File: src/common/fbbse_pkg.sv
// shared constants and types for the flag/branch/bit/shift executor
// assumes one core clock and an apb master holding requests until pready
package fbbse_pkg;

  // apb register byte offsets
  localparam logic [7:0] ADDR_CMD    = 8'h00;
  localparam logic [7:0] ADDR_FLAGS  = 8'h04;
  localparam logic [7:0] ADDR_PC     = 8'h08;
  localparam logic [7:0] ADDR_WSEL   = 8'h0c;
  localparam logic [7:0] ADDR_WDATA  = 8'h10;
  localparam logic [7:0] ADDR_IOSEL  = 8'h14;
  localparam logic [7:0] ADDR_IODATA = 8'h18;

  // status flag bit positions
  localparam logic [2:0] FLAG_C = 3'h0;
  localparam logic [2:0] FLAG_Z = 3'h1;
  localparam logic [2:0] FLAG_N = 3'h2;
  localparam logic [2:0] FLAG_V = 3'h3;
  localparam logic [2:0] FLAG_S = 3'h4;
  localparam logic [2:0] FLAG_H = 3'h5;
  localparam logic [2:0] FLAG_T = 3'h6;
  localparam logic [2:0] FLAG_I = 3'h7;

  // reset values
  localparam logic [7:0]  FLAGS_RST = 8'h00;
  localparam logic [15:0] PC_RST    = 16'h0000;
  localparam logic [7:0]  MEM_RST   = 8'h00;
  localparam logic [4:0]  SEL_RST   = 5'h00;

  localparam int CMD_W = 26;

  typedef enum logic [5:0] {
    op_nop,
    op_branch_on_negative, op_branch_on_positive,
    op_branch_signed_ge, op_branch_signed_lt,
    op_branch_halfcarry_one, op_branch_halfcarry_zero,
    op_branch_transfer_one, op_branch_transfer_zero,
    op_branch_overflow_one, op_branch_overflow_zero,
    op_branch_irq_on, op_branch_irq_off,
    op_io_bit_raise, op_io_bit_lower,
    op_shift_left_logical, op_shift_right_logical,
    op_rotate_left_carry, op_rotate_right_carry, op_shift_right_signed,
    op_bit_to_transfer, op_transfer_to_bit,
    op_flag_force_one, op_flag_force_zero,
    op_set_carry_op, op_clear_carry_op,
    op_set_negative_op, op_clear_negative_op,
    op_set_zero_op, op_clear_zero_op,
    op_irq_global_on, op_irq_global_off,
    op_set_sign_op, op_clear_sign_op,
    op_set_overflow_op, op_clear_overflow_op,
    op_set_transfer_op, op_clear_transfer_op,
    op_set_halfcarry_op, op_clear_halfcarry_op
  } fbbse_op_type;

  typedef enum {st_idle, st_exec, st_exec2} fbbse_state_type;

  // command word, op in the low bits
  typedef struct packed {
    logic [6:0]   offset;
    logic [4:0]   io_idx;
    logic [2:0]   bit_idx;
    logic [4:0]   reg_idx;
    fbbse_op_type op;
  } fbbse_cmd_type;

  typedef struct packed {
    logic i;
    logic t;
    logic h;
    logic s;
    logic v;
    logic n;
    logic z;
    logic c;
  } fbbse_flags_type;

endpackage

File: src/logic/fbbse_exec.sv
// executor for flag branches, io bit set/clear, shifts, bit transfer and flag ops
// assumes an apb master on core_clk; commands are issued by writing the command word
//
// Chosen here: the address map and the APB interface to the registers.
`timescale 1ns/1ps
module fbbse_exec
  import fbbse_pkg::*;
#(
  parameter int PC_W = 16
) (
  input  wire  logic            core_clk,  // core clock, 200 MHz
  input  wire  logic            rst,       // async reset, active high
  input  wire  logic            psel,      // apb select
  input  wire  logic            penable,   // apb enable
  input  wire  logic            pwrite,    // apb write
  input  wire  logic [7:0]      paddr,     // apb byte address
  input  wire  logic [31:0]     pwdata,    // apb write data
  output logic       [31:0]     prdata,    // apb read data
  output logic                  pready,    // apb ready
  output logic                  pslverr,   // apb error on unmapped address
  output logic       [7:0]      flags_out, // status flags
  output logic       [PC_W-1:0] pc_out     // program counter
);

  fbbse_state_type state_reg;
  fbbse_cmd_type   cmd_reg;
  logic [7:0]      flags_reg;
  logic [PC_W-1:0] pc_reg;
  logic [4:0]      wsel_reg;
  logic [4:0]      iosel_reg;
  logic [7:0]      wreg_mem [32];
  logic [7:0]      io_mem [32];
  logic            pready_reg;
  logic            pslverr_reg;
  logic [31:0]     prdata_reg;

  fbbse_flags_type fv;
  logic            acc_req;
  logic            wr_done;
  logic [31:0]     rd_value;
  logic [7:0]      operand;
  logic [7:0]      sh_res;
  logic            sh_c;
  logic            br_taken;
  logic [PC_W-1:0] br_target;
  logic [PC_W-1:0] pc_inc;
  logic            in_exec;
  logic [4:0]      fop;

  function automatic logic addr_mapped(input logic [7:0] a);
    addr_mapped = (a == ADDR_CMD) || (a == ADDR_FLAGS) || (a == ADDR_PC) ||
                  (a == ADDR_WSEL) || (a == ADDR_WDATA) || (a == ADDR_IOSEL) ||
                  (a == ADDR_IODATA);
  endfunction

  function automatic logic is_branch(input fbbse_op_type op);
    is_branch = (op >= op_branch_on_negative) && (op <= op_branch_irq_off);
  endfunction

  function automatic logic is_shift(input fbbse_op_type op);
    is_shift = (op >= op_shift_left_logical) && (op <= op_shift_right_signed);
  endfunction

  function automatic logic is_io(input fbbse_op_type op);
    is_io = (op == op_io_bit_raise) || (op == op_io_bit_lower);
  endfunction

  function automatic logic branch_cond(input fbbse_op_type op, input fbbse_flags_type f);
    case (op)
      op_branch_on_negative:    branch_cond = f.n;
      op_branch_on_positive:    branch_cond = !f.n;
      op_branch_signed_ge:      branch_cond = (f.n ^ f.v) == 1'b0;
      op_branch_signed_lt:      branch_cond = (f.n ^ f.v) == 1'b1;
      op_branch_halfcarry_one:  branch_cond = f.h;
      op_branch_halfcarry_zero: branch_cond = !f.h;
      op_branch_transfer_one:   branch_cond = f.t;
      op_branch_transfer_zero:  branch_cond = !f.t;
      op_branch_overflow_one:   branch_cond = f.v;
      op_branch_overflow_zero:  branch_cond = !f.v;
      op_branch_irq_on:         branch_cond = f.i;
      op_branch_irq_off:        branch_cond = !f.i;
      default:                  branch_cond = 1'b0;
    endcase
  endfunction

  // returns {force, value, index}; indexed forms take bit_idx
  function automatic logic [4:0] flag_op(input fbbse_op_type op, input logic [2:0] s);
    case (op)
      op_flag_force_one:    flag_op = {2'b11, s};
      op_flag_force_zero:   flag_op = {2'b10, s};
      op_set_carry_op:      flag_op = {2'b11, FLAG_C};
      op_clear_carry_op:    flag_op = {2'b10, FLAG_C};
      op_set_negative_op:   flag_op = {2'b11, FLAG_N};
      op_clear_negative_op: flag_op = {2'b10, FLAG_N};
      op_set_zero_op:       flag_op = {2'b11, FLAG_Z};
      op_clear_zero_op:     flag_op = {2'b10, FLAG_Z};
      op_irq_global_on:     flag_op = {2'b11, FLAG_I};
      op_irq_global_off:    flag_op = {2'b10, FLAG_I};
      op_set_sign_op:       flag_op = {2'b11, FLAG_S};
      op_clear_sign_op:     flag_op = {2'b10, FLAG_S};
      op_set_overflow_op:   flag_op = {2'b11, FLAG_V};
      op_clear_overflow_op: flag_op = {2'b10, FLAG_V};
      op_set_transfer_op:   flag_op = {2'b11, FLAG_T};
      op_clear_transfer_op: flag_op = {2'b10, FLAG_T};
      op_set_halfcarry_op:  flag_op = {2'b11, FLAG_H};
      op_clear_halfcarry_op: flag_op = {2'b10, FLAG_H};
      default:              flag_op = 5'h00;
    endcase
  endfunction

  assign fv        = fbbse_flags_type'(flags_reg);
  // registers are touched only while idle, so exec and bus never collide
  assign acc_req   = psel && penable && !pready_reg && (state_reg == st_idle);
  assign wr_done   = psel && penable && pready_reg && pwrite;
  assign in_exec   = (state_reg == st_exec);
  assign operand   = wreg_mem[cmd_reg.reg_idx];
  assign br_taken  = branch_cond(cmd_reg.op, fv);
  assign fop       = flag_op(cmd_reg.op, cmd_reg.bit_idx);
  assign pc_inc    = pc_reg + PC_W'(1);
  assign br_target = pc_reg + PC_W'($signed(cmd_reg.offset)) + PC_W'(1);

  assign prdata    = prdata_reg;
  assign pready    = pready_reg;
  assign pslverr   = pslverr_reg;
  assign flags_out = flags_reg;
  assign pc_out    = pc_reg;

  fbbse_shift u_shift (
    .op        (cmd_reg.op),
    .operand   (operand),
    .carry_in  (fv.c),
    .result    (sh_res),
    .carry_out (sh_c)
  );

  always_comb begin
    rd_value = 32'h0000_0000;
    case (paddr)
      ADDR_CMD:    rd_value = {{(32-CMD_W){1'b0}}, cmd_reg};
      ADDR_FLAGS:  rd_value = {24'h00_0000, flags_reg};
      ADDR_PC:     rd_value = 32'(pc_reg);
      ADDR_WSEL:   rd_value = {27'h000_0000, wsel_reg};
      ADDR_WDATA:  rd_value = {24'h00_0000, wreg_mem[wsel_reg]};
      ADDR_IOSEL:  rd_value = {27'h000_0000, iosel_reg};
      ADDR_IODATA: rd_value = {24'h00_0000, io_mem[iosel_reg]};
      default:     rd_value = 32'h0000_0000;
    endcase
  end

  // apb answer: ready one cycle, data and error with it
  always_ff @(posedge core_clk or posedge rst) begin
    if (rst) begin
      pready_reg  <= 1'b0;
      pslverr_reg <= 1'b0;
      prdata_reg  <= 32'h0000_0000;
    end else if (acc_req) begin
      pready_reg  <= 1'b1;
      pslverr_reg <= !addr_mapped(paddr);
      prdata_reg  <= pwrite ? 32'h0000_0000 : rd_value;
    end else begin
      pready_reg  <= 1'b0;
      pslverr_reg <= 1'b0;
    end
  end

  always_ff @(posedge core_clk or posedge rst) begin
    if (rst) begin
      wsel_reg  <= SEL_RST;
      iosel_reg <= SEL_RST;
    end else if (wr_done && paddr == ADDR_WSEL) begin
      wsel_reg  <= pwdata[4:0];
    end else if (wr_done && paddr == ADDR_IOSEL) begin
      iosel_reg <= pwdata[4:0];
    end
  end

  // sequencing: one-cycle ops leave after st_exec
  always_ff @(posedge core_clk or posedge rst) begin
    if (rst) begin
      state_reg <= st_idle;
      cmd_reg   <= fbbse_cmd_type'(0);
    end else begin
      case (state_reg)
        st_idle: begin
          if (wr_done && paddr == ADDR_CMD) begin
            cmd_reg   <= fbbse_cmd_type'(pwdata[CMD_W-1:0]);
            state_reg <= st_exec;
          end
        end
        st_exec: begin
          if ((is_branch(cmd_reg.op) && br_taken) || is_io(cmd_reg.op)) begin
            state_reg <= st_exec2;
          end else begin
            state_reg <= st_idle;
          end
        end
        st_exec2: state_reg <= st_idle;
        default:  state_reg <= st_idle;
      endcase
    end
  end

  always_ff @(posedge core_clk or posedge rst) begin
    if (rst) begin
      pc_reg <= PC_RST[PC_W-1:0];
    end else if (wr_done && paddr == ADDR_PC) begin
      pc_reg <= pwdata[PC_W-1:0];
    end else if (in_exec) begin
      if (!((is_branch(cmd_reg.op) && br_taken) || is_io(cmd_reg.op))) begin
        pc_reg <= pc_inc;
      end
    end else if (state_reg == st_exec2) begin
      pc_reg <= is_branch(cmd_reg.op) ? br_target : pc_inc;
    end
  end

  // branches and io ops leave the flags alone
  always_ff @(posedge core_clk or posedge rst) begin
    if (rst) begin
      flags_reg <= FLAGS_RST;
    end else if (wr_done && paddr == ADDR_FLAGS) begin
      flags_reg <= pwdata[7:0];
    end else if (in_exec) begin
      if (is_shift(cmd_reg.op)) begin
        flags_reg[FLAG_Z] <= (sh_res == 8'h00);
        flags_reg[FLAG_C] <= sh_c;
        flags_reg[FLAG_N] <= sh_res[7];
        flags_reg[FLAG_V] <= sh_res[7] ^ sh_c;
      end else if (cmd_reg.op == op_bit_to_transfer) begin
        flags_reg[FLAG_T] <= operand[cmd_reg.bit_idx];
      end else if (fop[4]) begin
        flags_reg[fop[2:0]] <=
          fop[3];
      end
    end
  end

  always_ff @(posedge core_clk or posedge rst) begin
    if (rst) begin
      for (int k = 0; k < 32; k++) wreg_mem[k] <= MEM_RST;
    end else if (wr_done && paddr == ADDR_WDATA) begin
      wreg_mem[wsel_reg] <= pwdata[7:0];
    end else if (in_exec && is_shift(cmd_reg.op)) begin
      wreg_mem[cmd_reg.reg_idx] <= sh_res;
    end else if (in_exec && cmd_reg.op == op_transfer_to_bit) begin
      wreg_mem[cmd_reg.reg_idx][cmd_reg.bit_idx] <= fv.t;
    end
  end

  always_ff @(posedge core_clk or posedge rst) begin
    if (rst) begin
      for (int k = 0; k < 32; k++) io_mem[k] <= MEM_RST;
    end else if (wr_done && paddr == ADDR_IODATA) begin
      io_mem[iosel_reg] <= pwdata[7:0];
    end else if (state_reg == st_exec2 && is_io(cmd_reg.op)) begin
      // io bit written on second cycle
      io_mem[cmd_reg.io_idx][cmd_reg.bit_idx] <= (cmd_reg.op == op_io_bit_raise);
    end
  end
endmodule

File: src/logic/fbbse_shift.sv
// shift and rotate datapath for one working register byte
// assumes the caller only looks at the result for shift/rotate ops
`timescale 1ns/1ps
module fbbse_shift
  import fbbse_pkg::*;
(
  input  fbbse_op_type op,        // operation being executed
  input  wire  logic [7:0] operand, // old register value
  input  wire  logic       carry_in, // old carry flag
  output logic [7:0]       result,  // new register value
  output logic             carry_out // new carry flag
);

  always_comb begin
    result    = operand;
    carry_out = carry_in;
    case (op)
      op_shift_left_logical: begin
        result    = {operand[6:0], 1'b0};
        carry_out = operand[7];
      end
      op_shift_right_logical: begin
        result    = {1'b0, operand[7:1]};
        carry_out = operand[0];
      end
      op_rotate_left_carry: begin
        result    = {operand[6:0], carry_in};
        carry_out = operand[7];
      end
      op_rotate_right_carry: begin
        result    = {carry_in, operand[7:1]};
        carry_out = operand[0];
      end
      // sign bit stays in place
      op_shift_right_signed: begin
        result    = {operand[7], operand[7:1]};
        carry_out = operand[0];
      end
      default: begin
        result    = operand;
        carry_out = carry_in;
      end
    endcase
  end

endmodule
File: config.mk
export PLATFORM = sky130hd
export DESIGN_NAME = fbbse_exec
export DESIGN_NICKNAME = d
export VERILOG_FILES = /design/src/common/fbbse_pkg.sv /design/src/logic/fbbse_exec.sv /design/src/logic/fbbse_shift.sv
export SDC_FILE = /design/constraint.sdc
export NUM_CORES = 2
export LEC_CHECK = 0
export BUFFER_PORTS_ARGS = -buffer_cell sky130_fd_sc_hd__buf_2
export CAP_MARGIN = 0
export CORE_MARGIN = 5
export CORE_UTILIZATION = 50
export CTS_CLUSTER_SIZE = 16
export DETAILED_ROUTE_END_ITERATION = 12
export PLACE_DENSITY = 0.66
export SYNTH_ARGS = -nofsm -noshare
export SYNTH_HDL_FRONTEND = slang
export SYNTH_SLANG_ARGS = --single-unit
File: constraint.sdc
create_clock -name core_clk -period 32.1 [get_ports core_clk]
set_input_delay 8.025 -clock core_clk [delete_from_list [all_inputs] [get_ports core_clk]]
set_output_delay 8.025 -clock core_clk [all_outputs]
set_load 0.05 [all_outputs]
* Word level (Yosys, flattened, before mapping) *
Cells that the tools add are included.

storage, ports and cells
  output and inout port bits = 58
  memory bits (read-only) = 0
  logic and storage cells = 277
  RAM bits = 0
  register bits = 638
  bits in latches = 0
  memories kept = 0

cells by class
  $mul = 0
  add/sub/neg operators = 3
  equal/unequal tests = 53
  reductions and logical operators = 58
  bitwise operators = 8
  shifts and indexed selects = 0
  divide/modulo/power cells = 0
  multiplexer cells = 60
  magnitude comparators = 16

operators by type and width
  operator                                                  number
  bitwise mux 256 bit                                       5
  2-to-1 mux 256 bit                                        5
  demux 8 bit (select 5 bit)                                5
  one-hot mux 26 bit (7 select lines)                       1
  binary-select mux 8 bit (select 5 bit)                    3
  2-to-1 mux 8 bit                                          14
  == test 6 x 5 -> 1 bit, second input constant             16
  one-hot mux 5 bit (18 select lines)                       1
  2-to-1 mux 16 bit                                         5
  zero test 32 bit                                          2
  2-to-1 mux 32 bit                                         2
  one-hot mux 32 bit (2 select lines)                       1
  == test 6 x 4 -> 1 bit, second input constant             8
  == test 6 bit, second input constant                      8
  one-hot mux 8 bit (5 select lines)                        1
  adder 16 x 1 -> 16 bit, second input constant             2
  == test 32 x 1 -> 1 bit, second input constant            1
  == test 32 x 2 -> 1 bit, second input constant            1
  == test 32 x 3 -> 1 bit, second input constant            1
  == test 6 x 3 -> 1 bit, second input constant             4
  == test 8 x 5 -> 1 bit, second input constant             3
  greater-or-equal comparator 6 bit, second input constant  4
  logical AND 1 bit                                         24
  < comparator 6 x 1 -> 1 bit, second input constant        4
  other kinds (36)                                          77

* Logic depth before layout (Yosys ltp) *
  depth after elaboration = 12
  gate-level depth with buffers = 13

* Modules after synthesis *
Synthesis repeated with hierarchy kept, for this count alone.

second synthesis, totals
  cells, all modules = 4546
  area total of the unflattened synthesis = 41020.6 um2

by module, submodules not included
  module       seq. area each (um2)  area each (um2)  cells each  instances
  fbbse_exec   15064.4               40780.4          4515        1
  fbbse_shift  0.0                   240.2            31          1

* Worst setup path before layout *
No wires, ideal clock.

  path kind = input-to-reg
  from = in paddr[5]
  to = reg wreg_mem[128] in the netlist's numbering
  data required time = 31.975 ns
  arrival = 10.071 ns
  path slack = 21.905 ns
  cell stages on the path = 9
  library setup time = 0.125 ns
  path through = nor4b_2 > and3_1 > clkbuf_1 > and2_1 > buf_2 > clkbuf_1 > nand2_1 > a21oi_1 > mux2_2

between the ends
  longest elaborated chain between the ends = 3
  elaborated cells between the ends (all ways) = 4
  those cells by class = eq/ne: 1; mux: 1; reduce/logical: 2

ends and longest elaborated chain
  what                                                                       RTL line           RTL
  from (decl)                                                                fbbse_exec.sv:16   input wire logic [7:0] paddr,
  == test 8 x 5 -> 1 bit (*)                                                 fbbse_exec.sv:241  end else if (wr_done && paddr == ADDR_WDATA) begin
  logical AND 1 bit (*)                                                      fbbse_exec.sv:241
  nonzero test 3 bit (no line) / 2-to-1 mux 256 bit (equally long branches)  --
  to (signal, indexed assignment)                                            fbbse_exec.sv:242  wreg_mem[wsel_reg] <= pwdata[7:0];
  to (signal, indexed assignment)                                            fbbse_exec.sv:244  wreg_mem[cmd_reg.reg_idx] <= sh_res;
  to (signal, indexed assignment)                                            fbbse_exec.sv:246  wreg_mem[cmd_reg.reg_idx][cmd_reg.bit_idx] <= fv.t;
  to (decl)                                                                  fbbse_exec.sv:31   logic [7:0] wreg_mem [32];

Every way passes the cells marked *; elsewhere a longest branch is shown, timed or not.
A chain may end at the register's enable or synchronous reset.

* Worst setup path in the final report *
  from = in paddr[5]
  to = reg wreg_mem[151] in the netlist's numbering

The elaborated chain is that of the path after synthesis.

==> results_dict.tcl <==
set metrics [dict create \
    cts.repair.resized 0 \
    slew_violations 0 \
    cellPowerDensity_nw_per_um2 37.7 \
    multi_input_area_sq_um 24600 \
    hold_viol_final 0 \
    stdcell_count 5695 \
    die_w_microns 299 \
    syn-instance-count 4817 \
    ys_warn_count 0 \
    vias 43000 \
    tritoncts "done" \
    ys_ff_latch 602 \
    cpLargestDelayFamily "simple AND/OR/NAND/NOR gates" \
    clkSinkCount 602 \
    dp_cells 5559 \
    clk_pin_slew_ns 0.06 \
    hold_start "prdata[14]" \
    fin_crit_ns 12.32 \
    yosys.area.top_type_share_pct 36.0 \
    fin_crit_sh_pct 38.4 \
    synthArstFlopShare_pct 100 \
    vias_per_cell 7.55 \
    synth_edf_count 0 \
    nFillCells 7629 \
    critical_path.max_fanout 76 \
    synth_xor_area_share_pct 0.230 \
    drive_gt1_share_pct 12.3 \
    port_buffers 90 \
    worstSetupStartpointType "primary input" \
    hold_class "flip-flop to flip-flop" \
    power.switching_mw 0.427 \
    path_class "primary input to flip-flop" \
    netlist_area_sq_um 41800 \
    dieHeight_microns 299 \
    numCtsBuffers 72 \
    core_area_sq_um 83300 \
    wire_per_inst_microns 31.2 \
    p_total_mw 1.69 \
    drc 0 \
    clockBufferDepth 3 \
    drt_iter0_markers 6532 \
    dieArea_sq_um 89500 \
    arrival_ns 12.86 \
    rows 106 \
    grt_max_degree 133 \
    ys_seq_area_share_pct 36.0 \
    p_clk_share_pct 51.7 \
    rrSetupSlack_ns 26.30 \
    yosys.area.top_type "dfrtp_1" \
    rsz0062_at_grt "false" \
    fin_skew_ns 0.0295 \
    outcome "finished clean" \
    track_usage_pct 37.9 \
    cpPeakStageDelay_ns 0.84 \
    p_int_mw 1.27 \
    io_pins 103 \
    holdBufCountCts 0 \
    muxShareOfSynthArea_pct 11.8 \
    pre_cts_ws_ns 19.34 \
    slowest_stage "buf_4" \
    clk-insertion-delay-late_ns 0.67 \
    r2r_start "cmd_reg[7]" \
    drt_pass1_iterations 9 \
    setup_viol 0 \
    hpwl_microns 110000 \
    fin_setup_tns_ns 0 \
    slew_headroom_pct 3.59 \
    synth_top_family_by_area "compound AO/OA/AOI/OAI gates" \
    synth.avg_cell_area_sq_um 8.68 \
    cts_root_buf "clkbuf_16" \
    worst-path-buf-inv 3 \
    power_frac_seq_pct 45.0 \
    register_area_sq_um 15100 \
    grt_pass1_wl_microns 264000 \
    synth.area.top_cells "dfrtp_1 (36%), o21ai_0 (7.9%), mux4_2 (6.9%)" \
    path_common_cell "buf_4" \
    power.ir.vdd_worst_mv 0.0360 \
    yosysMostFrequentCell "o21ai_0" \
    crit_chain "buf_2 > nor4b_2 > and3_1 > and2_4 > buf_4 > nor2_1 > o21ai_2 > buf_4 > o21ai_0 > mux2_2" \
    overflow 0 \
    htree_levels 3 \
    cp-end-kind "flip-flop" \
    power.leakage_nw 17.3 \
    setup_ws_ns 19.78 \
    pwr-share-comb_pct 3.4 \
    finalNetCount 4615 \
    synth-compound-area-share_pct 29.7 \
    routed_wl_microns 177000 \
    synthAdderAreaFrac_pct 0.527 \
    max_freq_ghz 0.0812 \
    initial_utilization_pct 50.2 \
    antenna_found_initial 4 \
    crit_start "paddr[5]" \
    tightestPinTransition_ns 1.43 \
    drv_cap 0 \
    sw_frac_of_total_pct 25.2 \
    synth_cell_types 93 \
    required_ns 32.64 \
    final_antenna_net_count 0 \
    yosys.area_share.simple_pct 16.0 \
    ys.flop_type "dfrtp_1" \
    post_cts_buffers 0 \
    synth_commonest_cells "o21ai_0 (658), nand2_1 (640), dfrtp_1 (602), clkbuf_1 (382), nand4_1 (279)" \
    areaGrowthSynthToFinish_pct 7.40 \
    reg_top3 "io_mem: 256 flops, wreg_mem: 256 flops" \
    grt_pass1_vias 39400 \
    gp_congestion 1.04 \
]
==> power groups by stage <==
stage               logic [mW]  clock network [mW]  registers, mW
finish                  0.0570               0.875          0.761
global route            0.0605               0.909          0.761
CTS                     0.0555               0.875          0.761
detailed placement      0.0553                   0          0.775
global placement        0.0553                   0          0.775
floorplan               0.0318                   0          0.776
==> cell usage in the layout (no fill, tap or decap), types with 26 or more instances in the layout <==
cell type / count
clkbuf_16: 72
buf_4: 99
nand3_1: 71
o211ai_1: 216
o32ai_1: 26
mux2i_1: 142
o31ai_1: 69
mux4_2: 128
nor2_1: 210
inv_1: 41
dfrtp_1: 597
a22oi_1: 145
nand4_1: 279
a21oi_1: 150
o22ai_1: 78
mux2_2: 55
nand2_1: 632
o21ai_0: 658
a21boi_0: 115
a21o_1: 75
a32oi_1: 213
buf_2: 86
==> layout make-up <==
cell class                 count  area share (%)
multi-input combinational   3646            54.8
sequential                   602            33.6
clock buffer                 101            4.61
tap                         1080            3.01
timing repair buffer         186            2.66
clock inverter                33           0.897
inverter                      45           0.393
antenna                        2          0.0111
==> tightest hold or removal path, cell delays in order, from the launching register on <==
cell      delay [ns]
dfrtp_1         0.35
a222oi_1        0.07
inv_1           0.05
==> final timing paths <==
kind	endpoint	depth (start not counted)
worst max-delay path	wreg_mem[151]	10
worst min-delay path	prdata[14]	2
worst max register to register	wreg_mem[118]	11
worst min register to register	prdata[14]	2
max in group asynchronous	wreg_mem[98]	4
min in group asynchronous	io_mem[53]	2
==> cells by family after synthesis <==
logic type	after synthesis
and+or+nand+nor	1405
AOI/OAI and AO/OA	1882
xor gates and xnor gates	11
adders and majority gates	17
DFF	602
buffers and inverters	574
other	1
muxes	325
==> metal layers <==
layer	routed length (microns)	vias up	part of all wire [%]	GRT usage (%)
li1	-	18000	-	-
met1	67000	20900	38	51.2
met2	74400	3272	42	54.7
met3	23100	770	13	10.9
met4	12900	0	7.3	21.7
met5	0	-	0	0
==> stage by stage <==
step / utilization [%] / hold slack, ns / cell area [sq um]
6_report: 53.9 / 0.503 / 44900
5_1_grt: 53.9 / 0.513 / 44900
4_1_cts: 53.9 / 0.492 / 44900
3_5_place_dp: 50.9 / 0.471 / 42400
3_3_place_gp: 50.9 / 0.462 / 42400
2_1_floorplan: - / 0.465 / 41800
(Power assumes the default switching activity.)
